--- config.mk ---
export PLATFORM = sky130hd
export DESIGN_NAME = quad_wiper_serial_control
export DESIGN_NICKNAME = d
export VERILOG_FILES = /design/src/quad_wiper_serial_control_pkg.sv /design/src/quad_wiper_serial_control.sv
export VERILOG_INCLUDE_DIRS = /design/src /design/src/src
export SDC_FILE = /design/constraint.sdc
export NUM_CORES = 1
export LEC_CHECK = 0
export BUFFER_PORTS_ARGS = -buffer_cell sky130_fd_sc_hd__buf_2
export CAP_MARGIN = 15
export CORE_ASPECT_RATIO = 1.5
export CORE_MARGIN = 5
export CORE_UTILIZATION = 51
export CTS_BUF_LIST = sky130_fd_sc_hd__clkbuf_2 sky130_fd_sc_hd__clkbuf_4 sky130_fd_sc_hd__clkbuf_8
export DETAILED_ROUTE_END_ITERATION = 10
export PLACE_DENSITY = 0.71
export SYNTH_ARGS = -nofsm -noshare
export SYNTH_HDL_FRONTEND = slang
export SYNTH_SLANG_ARGS = --single-unit
export TNS_END_PERCENT = 5
--- constraint.sdc ---
create_clock -name clk_sys_i -period 3.3 [get_ports clk_sys_i]
set_input_delay 0.165 -clock clk_sys_i [delete_from_list [all_inputs] [get_ports clk_sys_i]]
set_output_delay 0.165 -clock clk_sys_i [all_outputs]
set_load 0.005 [all_outputs]
--- src/quad_wiper_serial_control_defs.svh ---
/*
 * Constants of the quad wiper serial control block: opcodes, reset
 * values, field positions and timing.
 * Assumes inclusion by bare name from the design; the package does not include it.
 */
`ifndef QUAD_WIPER_SERIAL_CONTROL_DEFS_SVH
`define QUAD_WIPER_SERIAL_CONTROL_DEFS_SVH

// Instruction opcodes, upper nibble of the instruction byte
`define OP_RD_WIPER     4'h9
`define OP_WR_WIPER     4'hA
`define OP_RD_SET       4'hB
`define OP_WR_SET       4'hC
`define OP_COPY_SET2W   4'hD
`define OP_COPY_W2SET   4'hE
`define OP_GCOPY_SET2W  4'h1
`define OP_GCOPY_W2SET  4'h8
`define OP_RD_STATUS    4'h5
`define OP_STEP         4'h2

// Field positions
`define TYPE_MSB        7
`define TYPE_LSB        4
`define SEL_ADDR_MSB    1
`define SEL_ADDR_LSB    0
`define SLOT_MSB        3
`define SLOT_LSB        2
`define WIPER_MSB       1
`define WIPER_LSB       0

// Reset values and step limits
`define SET_RESET       6'h20
`define WIPER_TOP       6'h3F
`define WIPER_BOTTOM    6'h00
`define TAP_RESET       64'h0000_0001_0000_0000

// Timing
`define T_NVW_NS        10000000
`define CLK_PERIOD_NS   8

`endif

--- src/quad_wiper_serial_control_pkg.sv ---
/*
 * Types of the quad wiper serial control block.
 * Assumes the defs header is on the include path.
 */
package quad_wiper_serial_control_pkg;

  typedef enum logic [2:0] {
    S_IDLE,
    S_SEL,
    S_INSTR,
    S_DATA,
    S_STEP,
    S_DONE,
    S_IGNORE
  } serial_state_t;

  typedef struct packed {
    logic cs_n;
    logic sck;
    logic si;
    logic hold_n;
    logic wp_n;
  } link_t;

endpackage

--- src/quad_wiper_serial_control.sv ---
/*
 * Serial slave and register logic of a quad digital potentiometer:
 * select byte check, instruction decode, four wiper position registers,
 * sixteen stored settings with a timed commit, one-hot tap enables.
 * Assumes all serial pins are asynchronous to clk_sys_i; each passes two
 * flip-flops. The serial clock must be well below clk_sys_i / 4.
 */
// Contract
// [RULE_01] Pause pin low freezes shifting, state kept
// [RULE_02] Host moves pause only while clock low
// [RULE_03] Host holds pause high when unused
// [RULE_04] Strap pins give select byte low bits
// [RULE_05] Write protect low blocks setting writes
// [RULE_06] Host keeps select low, pause/protect high
// [RULE_07] Serial input sampled on rising clock
// [RULE_08] Output three-state unless driving read data
// [RULE_09] Six bits decode one-hot to 64 taps
// [RULE_10] Wiper changed by write, copy, step, power-up
// [RULE_11] Power-up loads wiper from slot zero
// [RULE_12] Four 6-bit settings per wiper, read/write/copy
// [RULE_13] Setting write finishes within 10 ms
// [RULE_14] Commit starts at select rise after complete write
// [RULE_15] Busy flag readable through status command
// [RULE_16] First byte after select fall is select byte
// [RULE_17] Continue only when both address bits match
// [RULE_18] Host sends zeros in two middle bits
// [RULE_19] Deselected means output high impedance
// [RULE_20] Host gives one select fall after power-up
// [RULE_21] Read data shifted out on falling clock
// [RULE_22] Instruction byte: opcode, slot, wiper index
// [RULE_23] Failed select byte ignored until deselect
`timescale 1ns/100ps
`include "quad_wiper_serial_control_defs.svh"

module quad_wiper_serial_control #(
  parameter int unsigned NV_WRITE_CYC = `T_NVW_NS / `CLK_PERIOD_NS,
  // Device type code; value is arbitrary
  parameter logic [3:0]  DEV_TYPE     = 4'hA
) (
  input  wire logic                 clk_sys_i,
  input  wire logic                 nrst_i,
  input  wire logic                 cs_n_i,
  input  wire logic                 sck_i,
  input  wire logic                 si_i,
  input  wire logic                 hold_n_i,
  input  wire logic                 wp_n_i,
  input  wire logic [1:0]           addr_strap_i,
  output wire logic                 so_o,
  output wire logic                 so_oe_o,
  output wire logic                 nv_write_busy_o,
  output wire logic [3:0][63:0]     tap_en_o
);
  import quad_wiper_serial_control_pkg::*;

  localparam int unsigned CW = $clog2(NV_WRITE_CYC + 1);
  localparam logic [CW-1:0] NVW_LOAD = CW'(NV_WRITE_CYC);
  localparam link_t LINK_IDLE = '{cs_n: 1'b1, sck: 1'b0, si: 1'b0,
                                  hold_n: 1'b1, wp_n: 1'b1};

  link_t               s1_q, s2_q, s3_q;
  logic [1:0]          strap1_q, strap2_q;
  serial_state_t       st_q;
  logic [2:0]          bit_cnt_q;
  logic [6:0]          sh_q;
  logic [3:0]          op_q;
  logic [1:0]          slot_q, w_q;
  logic                rd_act_q, so_q;
  logic [7:0]          out_sh_q, rd_word;
  logic [3:0][5:0]     wiper_q, w_val;
  logic [3:0]          w_mask;
  logic                pwr_load_q;
  logic [3:0][3:0][5:0] dr_q;
  logic                pend_q;
  logic [3:0]          st_mask_q;
  logic [1:0]          st_slot_q;
  logic [3:0][5:0]     st_val_q;
  logic [CW-1:0]       busy_cnt_q;
  logic [3:0][63:0]    tap_q;
  logic                sck_rise, sck_fall, cs_fall, cs_rise, done;
  logic                busy, nv_start;
  logic [7:0]          byte_in;
  logic [3:0]          op_in;
  logic [1:0]          slot_in, idx_in;

  function automatic logic is_read(input logic [3:0] op);
    return op == `OP_RD_WIPER || op == `OP_RD_SET || op == `OP_RD_STATUS;
  endfunction

  function automatic logic [63:0] onehot(input logic [5:0] v);
    return 64'h0000_0000_0000_0001 << v;
  endfunction

  function automatic serial_state_t after_instr(input logic [3:0] op);
    case (op)
      `OP_RD_WIPER, `OP_WR_WIPER, `OP_RD_SET, `OP_WR_SET,
      `OP_RD_STATUS:  return S_DATA;
      `OP_STEP:       return S_STEP;
      `OP_COPY_SET2W, `OP_COPY_W2SET, `OP_GCOPY_SET2W,
      `OP_GCOPY_W2SET: return S_DONE;
      default:        return S_IGNORE;
    endcase
  endfunction

  ////////////////////////////////////////////////////////////////////////
  // Pin synchronisers; s3 is only an edge-detect history of s2
  always_ff @(posedge clk_sys_i or negedge nrst_i) begin
    if (!nrst_i) begin
      s1_q     <= LINK_IDLE;
      s2_q     <= LINK_IDLE;
      s3_q     <= LINK_IDLE;
      strap1_q <= 2'h0;
      strap2_q <= 2'h0;
    end else begin
      s1_q     <= '{cs_n: cs_n_i, sck: sck_i, si: si_i,
                    hold_n: hold_n_i, wp_n: wp_n_i};
      s2_q     <= s1_q;
      s3_q     <= s2_q;
      strap1_q <= addr_strap_i;
      strap2_q <= strap1_q;
    end
  end

  // Pause: clock edges seen while the pause pin is low are dropped
  // [RULE_01] edge gating
  assign sck_rise = s2_q.sck & ~s3_q.sck & ~s2_q.cs_n & s2_q.hold_n;
  assign sck_fall = ~s2_q.sck & s3_q.sck & ~s2_q.cs_n & s2_q.hold_n;
  assign cs_fall  = ~s2_q.cs_n & s3_q.cs_n;
  assign cs_rise  = s2_q.cs_n & ~s3_q.cs_n;
  // [RULE_07] sample on rise
  assign byte_in  = {sh_q, s2_q.si};
  assign done     = sck_rise & (bit_cnt_q == 3'h7);
  // [RULE_22] instruction fields
  assign op_in    = byte_in[`TYPE_MSB:`TYPE_LSB];
  assign slot_in  = byte_in[`SLOT_MSB:`SLOT_LSB];
  assign idx_in   = byte_in[`WIPER_MSB:`WIPER_LSB];

  ////////////////////////////////////////////////////////////////////////
  // Serial sequencer
  always_ff @(posedge clk_sys_i or negedge nrst_i) begin
    if (!nrst_i) begin
      st_q      <= S_IDLE;
      bit_cnt_q <= 3'h0;
      sh_q      <= 7'h00;
      op_q      <= 4'h0;
      slot_q    <= 2'h0;
      w_q       <= 2'h0;
    end else if (s2_q.cs_n) begin
      st_q      <= S_IDLE;
      bit_cnt_q <= 3'h0;
    end else if (cs_fall) begin
      // [RULE_16] select byte first
      st_q      <= S_SEL;
      bit_cnt_q <= 3'h0;
    end else if (sck_rise) begin
      sh_q      <= byte_in[6:0];
      bit_cnt_q <= bit_cnt_q + 3'h1;
      if (done) begin
        case (st_q)
          S_SEL: begin
            // [RULE_04] [RULE_17] [RULE_23] type and strap check
            if (op_in == DEV_TYPE &&
                byte_in[`SEL_ADDR_MSB:`SEL_ADDR_LSB] == strap2_q) begin
              st_q <= S_INSTR;
            end else begin
              st_q <= S_IGNORE;
            end
          end
          S_INSTR: begin
            op_q   <= op_in;
            slot_q <= slot_in;
            w_q    <= idx_in;
            st_q   <= after_instr(op_in);
          end
          S_DATA:  st_q <= S_DONE;
          default: st_q <= st_q;
        endcase
      end
    end
  end

  ////////////////////////////////////////////////////////////////////////
  // Read path
  always_comb begin
    case (op_in)
      `OP_RD_WIPER: rd_word = {2'b00, wiper_q[idx_in]};
      `OP_RD_SET:   rd_word = {2'b00, dr_q[idx_in][slot_in]};
      // [RULE_15] busy in status
      default:      rd_word = {7'h00, busy};
    endcase
  end

  always_ff @(posedge clk_sys_i or negedge nrst_i) begin
    if (!nrst_i) begin
      rd_act_q <= 1'b0;
      out_sh_q <= 8'h00;
      so_q     <= 1'b0;
    end else if (s2_q.cs_n) begin
      rd_act_q <= 1'b0;
    end else if (done && st_q == S_INSTR && is_read(op_in)) begin
      rd_act_q <= 1'b1;
      out_sh_q <= rd_word;
    end else if (done && st_q == S_DATA) begin
      rd_act_q <= 1'b0;
    end else if (sck_fall && rd_act_q) begin
      // [RULE_21] shift on fall
      so_q     <= out_sh_q[7];
      out_sh_q <= {out_sh_q[6:0], 1'b0};
    end
  end

  assign so_o    = so_q;
  // [RULE_08] [RULE_19] drive only read data
  assign so_oe_o = rd_act_q;

  ////////////////////////////////////////////////////////////////////////
  // Wiper position registers
  always_comb begin
    w_mask = 4'h0;
    w_val  = '0;
    if (done && st_q == S_INSTR && op_in == `OP_COPY_SET2W) begin
      w_mask[idx_in] = 1'b1;
      w_val[idx_in]  = dr_q[idx_in][slot_in];
    end else if (done && st_q == S_INSTR && op_in == `OP_GCOPY_SET2W) begin
      w_mask = 4'hF;
      for (int i = 0; i < 4; i++) begin
        w_val[i] = dr_q[i][slot_in];
      end
    end else if (done && st_q == S_DATA && op_q == `OP_WR_WIPER) begin
      w_mask[w_q] = 1'b1;
      w_val[w_q]  = byte_in[5:0];
    end else if (sck_rise && st_q == S_STEP) begin
      // Steps saturate at either end of the array
      w_mask[w_q] = 1'b1;
      if (s2_q.si) begin
        w_val[w_q] = (wiper_q[w_q] == `WIPER_TOP) ? `WIPER_TOP
                                                  : wiper_q[w_q] + 6'h01;
      end else begin
        w_val[w_q] = (wiper_q[w_q] == `WIPER_BOTTOM) ? `WIPER_BOTTOM
                                                     : wiper_q[w_q] - 6'h01;
      end
    end
  end

  always_ff @(posedge clk_sys_i or negedge nrst_i) begin
    if (!nrst_i) begin
      wiper_q    <= {4{`SET_RESET}};
      pwr_load_q <= 1'b1;
    end else begin
      pwr_load_q <= 1'b0;
      for (int i = 0; i < 4; i++) begin
        if (pwr_load_q) begin
          // [RULE_11] load slot zero
          wiper_q[i] <= dr_q[i][0];
        end else if (w_mask[i]) begin
          // [RULE_10] write, copy or step
          wiper_q[i] <= w_val[i];
        end
      end
    end
  end

  ////////////////////////////////////////////////////////////////////////
  // Stored settings and the timed commit
  assign busy            = busy_cnt_q != '0;
  assign nv_write_busy_o = busy;
  // [RULE_05] [RULE_14] commit at deselect
  assign nv_start = cs_rise & pend_q & s2_q.wp_n & ~busy;

  always_ff @(posedge clk_sys_i or negedge nrst_i) begin
    if (!nrst_i) begin
      dr_q       <= {16{`SET_RESET}};
      pend_q     <= 1'b0;
      st_mask_q  <= 4'h0;
      st_slot_q  <= 2'h0;
      st_val_q   <= '0;
      busy_cnt_q <= '0;
    end else begin
      // [RULE_13] busy window
      if (nv_start) begin
        busy_cnt_q <= NVW_LOAD;
      end else if (busy) begin
        busy_cnt_q <= busy_cnt_q - CW'(1);
      end
      if (cs_rise) begin
        pend_q <= 1'b0;
        if (nv_start) begin
          // [RULE_12] update stored settings
          for (int i = 0; i < 4; i++) begin
            if (st_mask_q[i]) begin
              dr_q[i][st_slot_q] <= st_val_q[i];
            end
          end
        end
      end else if (done && st_q == S_INSTR &&
                   (op_in == `OP_COPY_W2SET ||
                    op_in == `OP_GCOPY_W2SET)) begin
        pend_q    <= 1'b1;
        st_slot_q <= slot_in;
        st_val_q  <= wiper_q;
        st_mask_q <= (op_in == `OP_GCOPY_W2SET) ? 4'hF
                                                 : 4'(1 << idx_in);
      end else if (done && st_q == S_DATA && op_q == `OP_WR_SET) begin
        pend_q        <= 1'b1;
        st_slot_q     <= slot_q;
        st_val_q[w_q] <= byte_in[5:0];
        st_mask_q     <= 4'(1 << w_q);
      end
    end
  end

  ////////////////////////////////////////////////////////////////////////
  // Tap decode, registered
  for (genvar g = 0; g < 4; g++) begin : g_tap
    always_ff @(posedge clk_sys_i or negedge nrst_i) begin
      if (!nrst_i) begin
        tap_q[g] <= `TAP_RESET;
      end else begin
        // [RULE_09] one-hot tap
        tap_q[g] <= onehot(wiper_q[g]);
      end
    end
    tap_onehot_a: assert property (@(posedge clk_sys_i) // [RULE_09]
      disable iff (!nrst_i)
      $onehot(tap_q[g]) ##1 (tap_q[g] == onehot($past(wiper_q[g]))))
      else $error("tap enable not one-hot of wiper");
  end
  assign tap_en_o = tap_q;

  ////////////////////////////////////////////////////////////////////////
  // Checks
  hold_freeze_a: assert property (@(posedge clk_sys_i) // [RULE_01]
    disable iff (!nrst_i)
    (!s2_q.hold_n && !s2_q.cs_n) ##1 (!s2_q.hold_n && !s2_q.cs_n)
    |-> $stable(bit_cnt_q) && $stable(st_q))
    else $error("sequence moved during pause");
  sel_check_a: assert property (@(posedge clk_sys_i) // [RULE_17]
    disable iff (!nrst_i)
    (st_q == S_SEL && done && (op_in != DEV_TYPE ||
     byte_in[`SEL_ADDR_MSB:`SEL_ADDR_LSB] != strap2_q))
    |=> st_q == S_IGNORE)
    else $error("bad select byte accepted");
  ignore_quiet_a: assert property (@(posedge clk_sys_i) // [RULE_23]
    disable iff (!nrst_i)
    st_q == S_IGNORE |-> !so_oe_o && w_mask == 4'h0)
    else $error("ignored sequence had effect");
  idle_tristate_a: assert property (@(posedge clk_sys_i) // [RULE_19]
    disable iff (!nrst_i)
    s2_q.cs_n |=> !so_oe_o)
    else $error("output driven while deselected");
  wp_block_a: assert property (@(posedge clk_sys_i) // [RULE_05]
    disable iff (!nrst_i)
    (cs_rise && !s2_q.wp_n && !busy) |=> !busy && $stable(dr_q))
    else $error("protected write committed");
  commit_cs_a: assert property (@(posedge clk_sys_i) // [RULE_14]
    disable iff (!nrst_i)
    $rose(busy) |-> $past(cs_rise) && $past(pend_q))
    else $error("commit without deselect");
  busy_len_a: assert property (@(posedge clk_sys_i) // [RULE_13]
    disable iff (!nrst_i)
    $rose(busy) |-> busy_cnt_q == NVW_LOAD ##1 busy_cnt_q == NVW_LOAD - 1)
    else $error("busy window wrong length");
  pwrup_load_a: assert property (@(posedge clk_sys_i) // [RULE_11]
    disable iff (!nrst_i)
    $fell(pwr_load_q) |-> wiper_q[0] == $past(dr_q[0][0]) &&
    wiper_q[3] == $past(dr_q[3][0]))
    else $error("power-up load missing");
  step_up_a: assert property (@(posedge clk_sys_i) // [RULE_10]
    disable iff (!nrst_i)
    (sck_rise && st_q == S_STEP && s2_q.si && wiper_q[w_q] != `WIPER_TOP)
    |=> wiper_q[w_q] == 6'($past(wiper_q[w_q]) + 6'h01))
    else $error("increment step wrong");
  so_fall_a: assert property (@(posedge clk_sys_i) // [RULE_21]
    disable iff (!nrst_i)
    $changed(so_q) |-> $past(sck_fall) && $past(rd_act_q))
    else $error("output changed off falling clock");

endmodule

# Word level (Yosys, flattened, before mapping)
# Memory sizes are Yosys's and may differ from the RTL's.
# Cells that the tools add are included.
[word_totals]
n_memories = 1
elab_cells = 236
input_bits = 9
rom_bits = 48
reg_bits = 476
[classes]
mux = 78
n_reduce_logical = 41
n_shift = 6
n_eq_ne = 18
n_lt_le_gt_ge = 7
bitwise = 25
addsub = 4
[mem_list]
columns = ["name", "words", "width", "rd", "rd_ports_with_merged_regs", "wr", "line", "source"]
rows = [
  ["(no name shown)", 16, 3, 1, 0, 0, "quad_wiper_serial_control.sv:94", "case (op)"],
]
[ops]
columns = ["operator", "n"]
rows = [
  ["1-bit by 6-bit << shifter with 64-bit output, first input constant", 4],
  ["24-bit two-way mux", 8],
  ["24-bit bitwise mux", 5],
  ["6-bit two-way mux", 20],
  ["24-bit AND", 4],
  ["6-bit binary-select mux with 2-bit select", 7],
  ["24-bit binary-select mux with 2-bit select", 1],
  ["21-bit two-way mux", 2],
  ["6-bit demux with 2-bit select", 3],
  ["4-bit == test, second input constant", 8],
  ["4-bit two-way mux", 7],
  ["3-bit two-way mux", 8],
  ["8-bit two-way mux", 3],
  ["3-bit AND reduction", 7],
  ["21-bit nonzero test", 1],
  ["21-bit by 1-bit subtractor with 21-bit output, second input constant", 1],
  ["1-bit logical AND", 14],
  ["2-bit nonzero test", 7],
  ["1-bit AND", 12],
  ["2-bit by 3-bit less-than comparator with 1-bit output, second input constant", 4],
  ["6-bit case mux with 2 select lines", 1],
  ["3-bit nonzero test", 4],
  ["1-bit NOT", 9],
  ["3-bit case mux with 3 select lines", 1],
  ["22 further kinds", 38],
]

# Logic depth before layout (Yosys ltp)
# Gate-level depths: netlist (run 1).
[depth]
ltp_word = 12
depth_mapped = 10

# Least setup slack after synthesis (run 1)
# No wires, ideal clock.
[synth_timing]
path_kind = "register -> register"
startpoint = "register w_q[0]"
endpoint = "register wiper_q[22] (netlist name)"
period_less_slack_ps = 2457
t_required_ps = 3179
n_path_buf = 1
t_arrival_ps = 2336
stages_incl_launch_ff = 11
setup_slack_ps = 843
path_cell_list = "dfrtp_1 > buf_6 > mux4_2 > inv_1 > ha_1 > inv_1 > o31a_1 > or3_1 > o211ai_1 > o21ai_1 > a22o_1"
[synth_via]
elab_chain_cells = 12
word_cells_on_any_way = 30
classes_between = "add/sub (2); order compare (2); eq/ne (1); mux (19); bitwise (3); reduce/logical (3)"
[synth_rtl]
columns = ["element", "line", "source"]
rows = [
  ["from (decl)", "quad_wiper_serial_control.sv:66", "logic [1:0] slot_q, w_q;"],
  ["from (signal assigned)", "quad_wiper_serial_control.sv:171", "w_q <= idx_in;"],
  ["6-bit binary-select mux with 2-bit select, or another cell as far along", "--", ""],
  ["6-bit two-way mux (not written as such) / 1-bit logical AND (equally long branches)", "--", ""],
  ["6-bit by 1-bit subtractor with 6-bit output, or another cell as far along", "quad_wiper_serial_control.sv:239", ": wiper_q[w_q] - 6'h01;"],
  ["6-bit two-way mux, or another cell as far along", "quad_wiper_serial_control.sv:238", "w_val[w_q] = (wiper_q[w_q] == `WIPER_BOTTOM) ? `WIPER_BOTTOM"],
  ["24-bit AND (no source line)", "--", ""],
  ["24-bit two-way mux", "quad_wiper_serial_control.sv:234", "if (s2_q.si) begin"],
  ["24-bit two-way mux", "quad_wiper_serial_control.sv:231", "end else if (sck_rise && st_q == S_STEP) begin"],
  ["24-bit two-way mux", "quad_wiper_serial_control.sv:228", "end else if (done && st_q == S_DATA && op_q == `OP_WR_WIPER) begin"],
  ["24-bit two-way mux", "quad_wiper_serial_control.sv:223", "end else if (done && st_q == S_INSTR && op_in == `OP_GCOPY_SET2W) begin"],
  ["24-bit two-way mux", "quad_wiper_serial_control.sv:220", "if (done && st_q == S_INSTR && op_in == `OP_COPY_SET2W) begin"],
  ["6-bit two-way mux", "quad_wiper_serial_control.sv:254", "end else if (w_mask[i]) begin"],
  ["6-bit two-way mux", "quad_wiper_serial_control.sv:251", "if (pwr_load_q) begin"],
  ["to (signal assigned)", "quad_wiper_serial_control.sv:246", "wiper_q <= {4{`SET_RESET}};"],
  ["to (signal, indexed assignment)", "quad_wiper_serial_control.sv:253", "wiper_q[i] <= dr_q[i][0];"],
  ["to (signal, indexed assignment)", "quad_wiper_serial_control.sv:256", "wiper_q[i] <= w_val[i];"],
  ["to (decl)", "quad_wiper_serial_control.sv:69", "logic [3:0][5:0] wiper_q, w_val;"],
]
# Several ways; a longest one is shown, not always the timed one. The select of a mux whose other input is x is not followed.
# A chain may end at the register's enable or synchronous reset.

# Worst setup path in the final report (run 1)
[layout_timing]
startpoint = "register sh_q[4]"
endpoint = "register wiper_q[11] (netlist name)"
[layout_via]
elab_chain_cells = 6
word_cells_on_any_way = 13
classes_between = "eq/ne (2); mux (7); bitwise (1); reduce/logical (3)"
[layout_rtl]
columns = ["element", "line", "source"]
rows = [
  ["from (decl)", "quad_wiper_serial_control.sv:64", "logic [6:0] sh_q;"],
  ["from (signal assigned)", "quad_wiper_serial_control.sv:155", "sh_q <= byte_in[6:0];"],
  ["4-bit by 1-bit == test with 1-bit output (no source line) / 24-bit AND (equally long branches)", "--", ""],
  ["1-bit logical AND (no source line) / 24-bit two-way mux (equally long branches)", "--", ""],
  ["24-bit two-way mux", "quad_wiper_serial_control.sv:223", ""],
  ["24-bit two-way mux", "quad_wiper_serial_control.sv:220", ""],
  ["6-bit two-way mux", "quad_wiper_serial_control.sv:254", ""],
  ["6-bit two-way mux", "quad_wiper_serial_control.sv:251", ""],
]
# Several ways; a longest one is shown, not always the timed one. The select of a mux whose other input is x is not followed.

==> results of run 1 <==
## sequential cells by signal, indices dropped and copies added (netlist names), 3 cells and up
register	count
st_q	3
sh_q	7
wiper_q	24
busy_cnt_q	21
st_val_q	24
s1_q	5
st_mask_q	4
tap_en_o	256
bit_cnt_q	3
op_q	4
out_sh_q	8
s2_q	4
dr_q	96
## power breakdown
group / switching (µW) / internal [µW] / leakage (µW) / total, µW
Sequential: 85.7 / 5920 / 0.00647 / 6010
Clock: 2290 / 2940 / 0.000830 / 5230
Combinational: 641 / 311 / 0.00458 / 951
Total: 3020 / 9170 / 0.0119 / 12200
## worst paths after layout
kind                                      from                       to  slack, ps  cells past startpoint
setup reg to reg           sh_q[4]$_DFFE_PN0P_  wiper_q[11]$_DFFE_PN1P_        140                      8
hold / removal                          nrst_i  tap_en_o[204]$_DFF_PN0_        110                      2
setup / recovery           sh_q[4]$_DFFE_PN0P_  wiper_q[11]$_DFFE_PN1P_        140                      8
max in group asynchronous               nrst_i     dr_q[45]$_DFFE_PN0P_       2240                      3
hold reg to reg              s1_q[3]$_DFF_PN0_        s2_q[3]$_DFF_PN0_        350                      0
min in group clk_sys_i                   sck_i        s1_q[3]$_DFF_PN0_        180                      2
## cells in the final DEF (no fill, tap or decap), types with 16 or more instances in the layout
cell type | netlist | routed
a211oi_1 | 16 | 16
a21oi_1 | 30 | 30
buf_2 | 8 | 266
buf_4 | 1 | 63
clkbuf_4 | 0 | 23
clkbuf_8 | 0 | 85
dfrtp_1 | 444 | 443
dfstp_2 | 32 | 32
inv_1 | 24 | 24
mux2_1 | 90 | 90
mux2_2 | 21 | 21
mux2i_1 | 37 | 37
mux4_2 | 39 | 39
nand2_1 | 104 | 104
nand2b_1 | 32 | 32
nand3_1 | 41 | 41
nor2_1 | 267 | 267
nor2b_1 | 21 | 21
nor3_1 | 53 | 53
o21ai_0 | 41 | 41
o21ai_1 | 28 | 28
or2_2 | 21 | 21
## per-layer routing
layer / wire (µm) / share of wire / GRT usage
met5: 0 / 0 / 0
met4: 3620 / 0.061 / 0.149
met3: 4050 / 0.068 / 0.0475
met2: 29800 / 0.50 / 0.456
met1: 22300 / 0.37 / 0.344
## what timing repair did
item | 4_1_cts | 5_1_grt
hold endpoints to repair | 79 | 0
hold buffers | 8 | 0
setup buffers | 0 | 0
## final cells by class
type	count	area (µm²)
sequential	476	12000
multi-input combinational	1080	7570
fill	3103	15200
tap	500	626
inverter	24	90.1
clock inverter	21	235
antenna	1	2.50
clock buffer	108	1340
timing repair buffer	345	2040
## critical path: stages, from the launching register on
cell	delay [ps]
dfrtp_1	340
inv_1	90
ha_1	290
or3b_2	510
o21ai_0	320
a221oi_1	980
a21oi_1	180
a22oi_1	230
o21ai_1	100
## metrics by stage
stage                     utilization  hold WS, ps  worst slack, ps  cell area, µm²
after detailed placement        0.568          176              336           22200
after floorplan                     -         -131              843           20100
final                           0.611          106              142           23900
after global routing            0.611          152             98.3           23900
after CTS                       0.610          107              301           23900
after global placement          0.568          169              412           22200
## logic make-up after synthesis
family	Yosys count	synth area share
buffers and inverters	132	0.0267
and+or+nand+nor	643	0.165
DFF	476	0.596
xor gates and xnor gates	16	0.00699
AOI/OAI and AO/OA	221	0.0734
muxes	187	0.125
other	1	0.000187
adders and majority gates	12	0.00748
## synthesized netlist by cell type, types with 9 or more instances
| cell | number |
|---|---|
| inv_1 | 24 |
| or3_1 | 10 |
| o21ai_1 | 28 |
| nand3_4 | 13 |
| nor2b_1 | 21 |
| a221oi_1 | 13 |
| a22oi_1 | 9 |
| ha_1 | 12 |
| nand2_1 | 104 |
| nor4_1 | 10 |
| a211oi_1 | 16 |
| a21oi_1 | 30 |
| nand2b_1 | 32 |
| nor2_1 | 267 |
| clkbuf_1 | 89 |
| o22ai_1 | 12 |
| mux2_2 | 21 |
| dfrtp_1 | 444 |
| nand3b_1 | 10 |
| nand3_1 | 41 |
| o21ai_0 | 41 |
| mux2i_1 | 37 |
| dfstp_2 | 32 |
| nor3_1 | 53 |
| mux4_2 | 39 |
| mux2_1 | 90 |
| a31oi_1 | 9 |
| or2_2 | 21 |
| and3_1 | 9 |
| xnor2_1 | 11 |
==> key figures, run 1 <==
Run status
  – Status: complete, no violations

Min path
  – Worst min path class: in -> async

STA
  – Setup_tns: 0 ps
  – Clock Skew: 35.8 ps
  – Final Max Tran Viols: 0
  – Fin crit share: 0.957
  – Slew margin rel.: 0.260
  – Final setup viols: 0
  – Fmax: 317 MHz
  – Final-report hold violation count: 0
  – Worst Tran Pin Value: 1110 ps
  – Unrepaired setup endpoints after global routing: false
  – Final min period: 3160 ps

Power and ir drop
  – Peak VDD IR: 0.000379 V
  – Leakage: 0.0119 µW
  – Power per cell area: 511 nW/µm²
  – Total power: 12200 µW

Placement
  – Dpl cells: 2417
  – GP Congestion: 0.998
  – Dpl hpwl: 43200 µm
  – Number of port buffers: 267

CTS
  – Total CTS buffers: 70
  – Root Buffer: clkbuf_8
  – Post-cts sizing count: 0
  – CTS tree: built
  – Longest Clk Path Bufs: 3
  – Clk_lat worst skew: 630 ps
  – CTS clk-pin slew, worst paths: 60 ps
  – # clock sinks: 476
  – H-tree depth: 3

Drt
  – DRC: 0
  – Post-DR vias/cell: 5.86
  – Initial DRT Pass Iterations: 6
  – Routed WL: 59800 µm
  – First DRT Iteration DRCs: 1374
  – DR vias: 15000
  – Antenna Nets Post-Route: 0
  – DR WL/cell: 23.4 µm

Setup path
  – Crit. End Element: flop
  – CP arrival: 3690 ps
  – Crit path kind: reg -> reg
  – CP Launch Type: flop
  – Critical Path RT: 3830 ps
  – Crit Path Max Fanout: 14

Floorplanning
  – Die W: 172 µm
  – Die H: 253 µm
  – Die ar.: 43500 µm²
  – Initial Utilization: 0.513
  – # IOs: 268
  – Core area: 39100 µm²
  – Row count: 89

Global routing
  – Overall global routing resource usage: 0.276
  – GRT Residual Overflow: 0
  – First-pass GRT wire length: 92200 µm
  – Vias in the first global route: 15500
  – Initial antenna violation count: 1
  – Largest net degree at the start of global routing: 99

Synth
  – Asr flop ratio synth: 1.00
  – Sequential-to-total area share from yosys stat: 0.596
  – Post-synth EDFFs: 0
  – Cell count after synthesis: 1688
  – Syn_nets: 1709
  – Synthesized flop and latch total: 476
  – Main area contributors after synthesis: dfrtp_1, mux2_1, nor2_1
  – Syn. warnings: 0
  – Mean post-synth cell area: 11.9 µm²
  – Main synth FF type: dfrtp_1
  – Mapped cell area: 20100 µm²
  – Synth top area share: 0.554
  – Post-synth cell types: 80
  – Area leader, netlist: dfrtp_1

Flow run
  – Max Cap Violations: 0

Finish
  – P&R area growth vs syn: 19.0%
  – Final #Nets: 2018
  – Layout Cells excl Fill: 2555
  – Share of layout cells above drive strength 1: 0.298
Power figures use the tool's default switching activity.
==> run 2, diff against run 1 <==
--- a/config.mk
+++ b/config.mk
@@ -8,12 +8,14 @@
 export LEC_CHECK = 0
 export BUFFER_PORTS_ARGS = -buffer_cell sky130_fd_sc_hd__buf_2
 export CAP_MARGIN = 15
+export CELL_PAD_IN_SITES_DETAIL_PLACEMENT = 1
+export CELL_PAD_IN_SITES_GLOBAL_PLACEMENT = 2
 export CORE_ASPECT_RATIO = 1.5
 export CORE_MARGIN = 5
-export CORE_UTILIZATION = 51
+export CORE_UTILIZATION = 40
 export CTS_BUF_LIST = sky130_fd_sc_hd__clkbuf_2 sky130_fd_sc_hd__clkbuf_4 sky130_fd_sc_hd__clkbuf_8
 export DETAILED_ROUTE_END_ITERATION = 10
-export PLACE_DENSITY = 0.71
+export PLACE_DENSITY = 0.81
 export SYNTH_ARGS = -nofsm -noshare
 export SYNTH_HDL_FRONTEND = slang
 export SYNTH_SLANG_ARGS = --single-unit
==> run 2 against run 1 <==
Register-to-register slack better by 170 ps. Setup slack better by 170 ps. First-iteration DRC count is 39% lower. Count of clock-buffer cells in the layout stayed put. Critical endpoint unchanged. Largest cell class unchanged. Largest power group unchanged.
==> key figures, run 2 (synthesis gave the netlist of run 1 again) <==
Setup path
  – Crit. End Element: flop
  – Max stage delay on crit path: 920 ps (-60 ps)
  – Crit Path Max Fanout: 14 (unchanged)
  – Critical Path RT: 3850 ps (+20 ps)
  – Crit path kind: reg -> reg
  – Cells along the critical path: inv_1 -> ha_1 -> or3b_2 -> o21ai_0 -> a221oi_1 -> a21oi_1 -> a22oi_1 -> o21ai_1
  – CP arrival: 3540 ps (-150 ps)
  – Worst R2R Start: sh_q[4]$_DFFE_PN0P_
  – Critical-path top delay cell: a221oi_1
  – Crit. Startpoint: sh_q[4]$_DFFE_PN0P_
  – CP Launch Type: flop

STA
  – Unrepaired setup endpoints after global routing: false
  – Clock Skew: 29.1 ps (-6.70 ps)
  – Slew margin rel.: 0.287 (+0.0278)
  – Fmax: 335 MHz (+5.6%)
  – Final-report hold violation count: 0 (unchanged)
  – Final min period: 2990 ps (-169 ps)
  – Final setup viols: 0 (unchanged)
  – Fin crit share: 0.906 (-0.0512)
  – Setup_tns: 0 ps (unchanged)
  – Worst Tran Pin Value: 1070 ps (-41.6 ps)
  – Final Max Tran Viols: 0 (unchanged)

Placement
  – GP Congestion: 0.949 (-4.9%)
  – Dpl cell area: 22500 µm² (+1.1%)
  – Dpl hpwl: 49000 µm (+14%)
  – Number of port buffers: 267 (unchanged)

Global routing
  – Overall global routing resource usage: 0.241 (-0.0349)
  – Initial antenna violation count: 1 (unchanged)
  – GRT Residual Overflow: 0 (unchanged)
  – Vias in the first global route: 16100 (+3.6%)
  – Largest net degree at the start of global routing: 129 (+30%)
  – First-pass GRT wire length: 101000 µm (+9.5%)

Finish
  – Final instance area: 24200 µm² (+1.5%)
  – Leading cell types in the layout, fill and taps excluded: dfrtp_1, nor2_1, buf_2, nand2_1, clkbuf_8
  – Most common cell after layout, fill and taps aside: dfrtp_1
  – Share of layout cells above drive strength 1: 0.300 (+0.00190)
  – Final #Nets: 2026 (+0.40%)
  – P&R area growth vs syn: 20.7%
  – Max FFs per register: 256 (unchanged)

CTS
  – Postcts setup bufs: 0 (unchanged)
  – # clock sinks: 476 (unchanged)
  – Total CTS buffers: 72 (+2.9%)
  – CTS clk-pin slew, worst paths: 70 ps (about the same)
  – Root Buffer: clkbuf_8
  – Longest Clk Path Bufs: 3 (unchanged)
  – H-tree depth: 3 (unchanged)
  – CTS tree: built
  – Clk_lat worst skew: 640 ps (about the same)

Power and ir drop
  – Leakage: 0.0120 µW (+0.71%)
  – Peak VDD IR: 0.000254 V (-33%)
  – Power per cell area: 515 nW/µm² (+0.86%)

Floorplanning
  – Row count: 100 (+12%)
  – Die ar.: 54800 µm² (+26%)
  – Die W: 193 µm (+12%)
  – Die H: 284 µm (+12%)
  – Initial Utilization: 0.404 (-0.109)
  – Core area: 49700 µm² (+27%)
  – # IOs: 268 (unchanged)

Drt
  – Antenna Nets Post-Route: 0 (unchanged)
  – Post-DR vias/cell: 5.47 (-6.7%)
  – DRC: 0 (unchanged)
  – First DRT Iteration DRCs: 837 (-39%)
  – Routed WL: 66300 µm (+11%)
  – DR vias: 14900 (-0.47%)
  – DR WL/cell: 24.3 µm (+4.1%)
  – Initial DRT Pass Iterations: 5 (-1)

Min path
  – Worst min path class: in -> async

Run status
  – Status: complete, no violations

Flow run
  – Max Cap Violations: 0 (unchanged)
-- run 2: cell types whose count changed in the layout (fill, tap and decap cells not counted), moves of 3 or more --
| cell | change |
|---|---|
| clkbuf_8 | +7 |
| clkbuf_4 | -7 |
| clkinvlp_4 | -3 |
| buf_4 | +4 |
-- run 2: what timing repair did --
item / CTS / global route
hold endpoints to repair: 458 / 0
resized for setup: 0 / 0
hold buffers: 9 / 0
-- run 2: worst max-delay path, delay by kind of cell, from the launching register on --
kind                       cells  cell delay, ps
DFF                            1             350
adders and majority gates      1             370
AOI/OAI and AO/OA              5            1610
and+or+nand+nor                1             470
buffers and inverters          1             100
-- run 2: final timing paths --
kind / endpoint / slack, ps / cells after the start
worst max-delay path: wiper_q[11]$_DFFE_PN1P_ / 310 / 8
min in group clk_sys_i: s1_q[2]$_DFF_PN0_ / 170 / 2
worst min register to register: s2_q[3]$_DFF_PN0_ / 350 / 0
worst max register to register: wiper_q[11]$_DFFE_PN1P_ / 310 / 8
max in group asynchronous: byte_in[0]$_DFF_PN0_ / 2250 / 3
worst min-delay path: dr_q[65]$_DFFE_PN1P_ / 120 / 2
-- run 2: final cells by class --
| cell class | instances | area (µm²) |
|---|---|---|
| Antenna cell | 1 | 2.50 |
| Clock buffer | 108 | 1390 |
| Clock inverter | 22 | 275 |
| Fill cell | 5345 | 25500 |
| Inverter | 24 | 90.1 |
| Multi-Input combinational cell | 1080 | 7570 |
| Sequential cell | 476 | 12000 |
| Tap cell | 663 | 830 |
| Timing Repair Buffer | 351 | 2100 |
-- run 2: metal layers --
layer	share of wire	vias up	GRT usage
met5	0	-	0
met4	0.051	0	0.110
met3	0.056	188	0.0382
met2	0.53	536	0.433
met1	0.37	7616	0.277
li1	-	6560	-
-- run 2: report_power, final --
| part | switching [µW] | leakage [µW] | total [µW] | internal, µW |
|---|---|---|---|---|
| Clock | 2380 | 0.000879 | 5500 | 3120 |
| Sequential | 107 | 0.00647 | 6030 | 5920 |
| Combinational | 637 | 0.00461 | 943 | 307 |
-- run 2: per-stage QoR --
| stage | util | power [µW] | setup WS (ps) | hold WS [ps] | std cells |
|---|---|---|---|---|---|
| 2_1_floorplan | - | 6590 | 843 | -131 | 1688 |
| 3_3_place_gp | 0.452 | 7060 | 472 | -4.28 | 2585 |
| 3_5_place_dp | 0.452 | 7070 | 357 | -7.89 | 2585 |
| 4_1_cts | 0.487 | 12600 | 335 | 93.2 | 2724 |
| 5_1_grt | 0.487 | 13000 | 104 | 105 | 2725 |
| 6_report | 0.487 | 12500 | 311 | 124 | 2725 |
==> run 3, diff against run 2 <==
--- a/config.mk
+++ b/config.mk
@@ -10,7 +10,7 @@
 export CAP_MARGIN = 15
 export CELL_PAD_IN_SITES_DETAIL_PLACEMENT = 1
 export CELL_PAD_IN_SITES_GLOBAL_PLACEMENT = 2
-export CORE_ASPECT_RATIO = 1.5
+export CORE_ASPECT_RATIO = 1.4
 export CORE_MARGIN = 5
 export CORE_UTILIZATION = 40
 export CTS_BUF_LIST = sky130_fd_sc_hd__clkbuf_2 sky130_fd_sc_hd__clkbuf_4 sky130_fd_sc_hd__clkbuf_8
==> run 3 against run 2 <==
Total power up 0.43%. Die area about the same. Wire length is 2.3% lower. Largest power group unchanged. Clock skew increased by 8.6 ps. Highest routed layer unchanged. Setup slack better by 95 ps. Count of clock-buffer cells in the layout rose by 13. Sequential share of layout area is essentially flat. Utilization decreased by 0.22 points. Combinational power increased by 1%. Fmax increased by 3.3%. Global-route usage down 0.44 points. Non-clock buffer count fell by 5.
==> key figures, run 3 (synthesis gave the netlist of run 1 again) <==
Run status
  – Status: complete, no violations

CTS
  – Root Buffer: clkbuf_8
  – Postcts setup bufs: 0 (unchanged)
  – CTS clk-pin slew, worst paths: 60 ps (about the same)
  – Longest Clk Path Bufs: 3 (unchanged)
  – H-tree depth: 3 (unchanged)
  – Total CTS buffers: 74 (+2.8%)
  – # clock sinks: 476 (unchanged)
  – Clk_lat worst skew: 660 ps (+20 ps)
  – CTS tree: built
  – Hold Buf Count CTS: 9 (unchanged)
  – Post-cts sizing count: 0 (unchanged)

Floorplanning
  – # IOs: 268 (unchanged)
  – Die ar.: 54800 µm² (about the same)
  – Row count: 97 (-3.0%)
  – Die W: 199 µm (+3.3%)
  – Core area: 49900 µm² (+0.42%)
  – Initial Utilization: 0.402 (-0.00169)
  – Die H: 275 µm (-3.3%)

Global routing
  – First-pass GRT wire length: 100000 µm (-0.90%)
  – Vias in the first global route: 16300 (+1.3%)
  – GRT Residual Overflow: 0 (unchanged)
  – Overall global routing resource usage: 0.236 (-0.00438)
  – Initial antenna violation count: 1 (unchanged)
  – Largest net degree at the start of global routing: 129 (unchanged)

Finish
  – Final core utilization: 0.485 (-0.00224)
  – Max FFs per register: 256 (unchanged)
  – Most common cell after layout, fill and taps aside: dfrtp_1
  – Share of layout cells above drive strength 1: 0.302 (+0.00199)
  – Final #Nets: 2023 (-0.15%)
  – Final instance area: 24200 µm² (about the same)
  – Leading cell types in the layout, fill and taps excluded: dfrtp_1, nor2_1, buf_2, nand2_1, clkbuf_8
  – P&R area growth vs syn: 20.6% (about the same)

Drt
  – Initial DRT Pass Iterations: 5 (unchanged)
  – Antenna Nets Post-Route: 0 (unchanged)
  – DR vias: 14900 (+0.040%)
  – Routed WL: 64800 µm (-2.3%)
  – Post-DR vias/cell: 5.50 (+0.67%)
  – First DRT Iteration DRCs: 954 (+14%)
  – DRC: 0 (unchanged)
  – DR WL/cell: 23.9 µm (-1.7%)

Setup path
  – RR Endpoint: wiper_q[11]$_DFFE_PN1P_
  – CP Launch Type: flop
  – Max stage delay on crit path: 870 ps (-50 ps)
  – Critical-path top delay cell: a221oi_1
  – FF-to-FF path depth: 8 (unchanged)
  – Critical Path RT: 3860 ps (about the same)
  – Worst R2R Start: sh_q[4]$_DFFE_PN0P_
  – Crit Path Max Fanout: 14 (unchanged)
  – Crit. End Element: flop
  – Flop-to-flop setup slack: 410 ps (+100 ps)
  – CP arrival: 3460 ps (-80 ps)
  – Cells along the critical path: inv_1 -> ha_1 -> or3b_2 -> o21ai_0 -> a221oi_1 -> a21oi_1 -> a22oi_1 -> o21ai_1
  – Crit path kind: reg -> reg

STA
  – Fmax: 345 MHz (+3.3%)
  – Unrepaired setup endpoints after global routing: false
  – Final setup viols: 0 (unchanged)
  – Final Max Tran Viols: 0 (unchanged)
  – Slew margin rel.: 0.338 (+0.0506)
  – Fin Hold WS: 127 ps (+3.07 ps)
  – Final-report hold violation count: 0 (unchanged)
  – Clock Skew: 37.7 ps (+8.58 ps)
  – Setup_tns: 0 ps (unchanged)
  – Worst Tran Pin Value: 993 ps (-75.9 ps)
  – Fin crit share: 0.877 (-0.0288)
  – Final min period: 2890 ps (-95.0 ps)

Power and ir drop
  – Total power: 12500 µW (+0.43%)
  – Leakage: 0.0120 µW (about the same)
  – Power per cell area: 518 nW/µm² (+0.47%)
  – Peak VDD IR: 0.000285 V (+12%)

Placement
  – Dpl cell area: 22400 µm² (-0.27%)
  – Dpl hpwl: 47200 µm (-3.7%)
  – GP Congestion: 0.953 (+0.36%)
  – Number of port buffers: 267 (unchanged)

Flow run
  – Max Cap Violations: 0 (unchanged)

Min path
  – Worst min path class: in -> async
[run 3: changes by cell type in the layout (fill, tap and decap cells not counted), sizes merged]
cell / before / now
clkbuf: 108 / 121
buf: 342 / 338
clkinv: 11 / 7
bufinv: 5 / 2
clkinvlp: 1 / 2
dlygate4sd3: 9 / 8
inv: 29 / 30
[run 3: worst max path at each step]
stage / from / to / slack, ps / cells past startpoint
after detailed placement: sh_q[4]$_DFFE_PN0P_ / wiper_q[11]$_DFFE_PN1P_ / 440 / 8
final: sh_q[4]$_DFFE_PN0P_ / wiper_q[11]$_DFFE_PN1P_ / 410 / 8
after floorplan: w_q[0]$_DFFE_PN0P_ / wiper_q[22]$_DFFE_PN0P_ / 840 / 10
after global placement: w_q[0]$_DFFE_PN0P_ / wiper_q[22]$_DFFE_PN0P_ / 560 / 9
after CTS: w_q[0]$_DFFE_PN0P_ / wiper_q[5]$_DFFE_PN1P_ / 420 / 7
after global routing: sh_q[4]$_DFFE_PN0P_ / wiper_q[11]$_DFFE_PN1P_ / 180 / 8
[run 3: report_power, final]
part	switching, µW	internal (µW)	leakage (µW)
sequential	104	5920	0.00647
clock	2440	3110	0.000900
combinational	641	315	0.00459
[run 3: metal layers]
metal / wire length (µm) / vias up / track usage
met5: 0 / - / 0
met4: 2860 / 0 / 0.103
met3: 3430 / 163 / 0.0356
met2: 33400 / 518 / 0.418
met1: 25100 / 7678 / 0.285
li1: - / 6547 / -
[run 3: stage by stage]
| stage | std cells | setup slack, ps |
|---|---|---|
| final | 2708 | 406 |
| after detailed placement | 2560 | 436 |
| after floorplan | 1688 | 843 |
| after CTS | 2707 | 423 |
| after global routing | 2708 | 179 |
| after global placement | 2560 | 558 |
[run 3: worst max-delay path, delay by kind of cell, from the launching register on]
kind                     cells  cell delay (ps)
AO/OA/AOI/OAI                5             1600
AND/OR/NAND/NOR              1              440
flip-flops                   1              350
adder cells (fa/ha/maj)      1              320
buffers and inverters        1              100
[run 3: cell type report]
cell class / instances / area, µm²
inverters: 24 / 90.1
fillers: 5373 / 25700
repair buffers: 346 / 2070
well taps: 643 / 805
clock buffers: 121 / 1510
clock inverters: 17 / 194
multi-input cells: 1080 / 7570
diodes: 1 / 2.50
flip-flops and latches: 476 / 12000
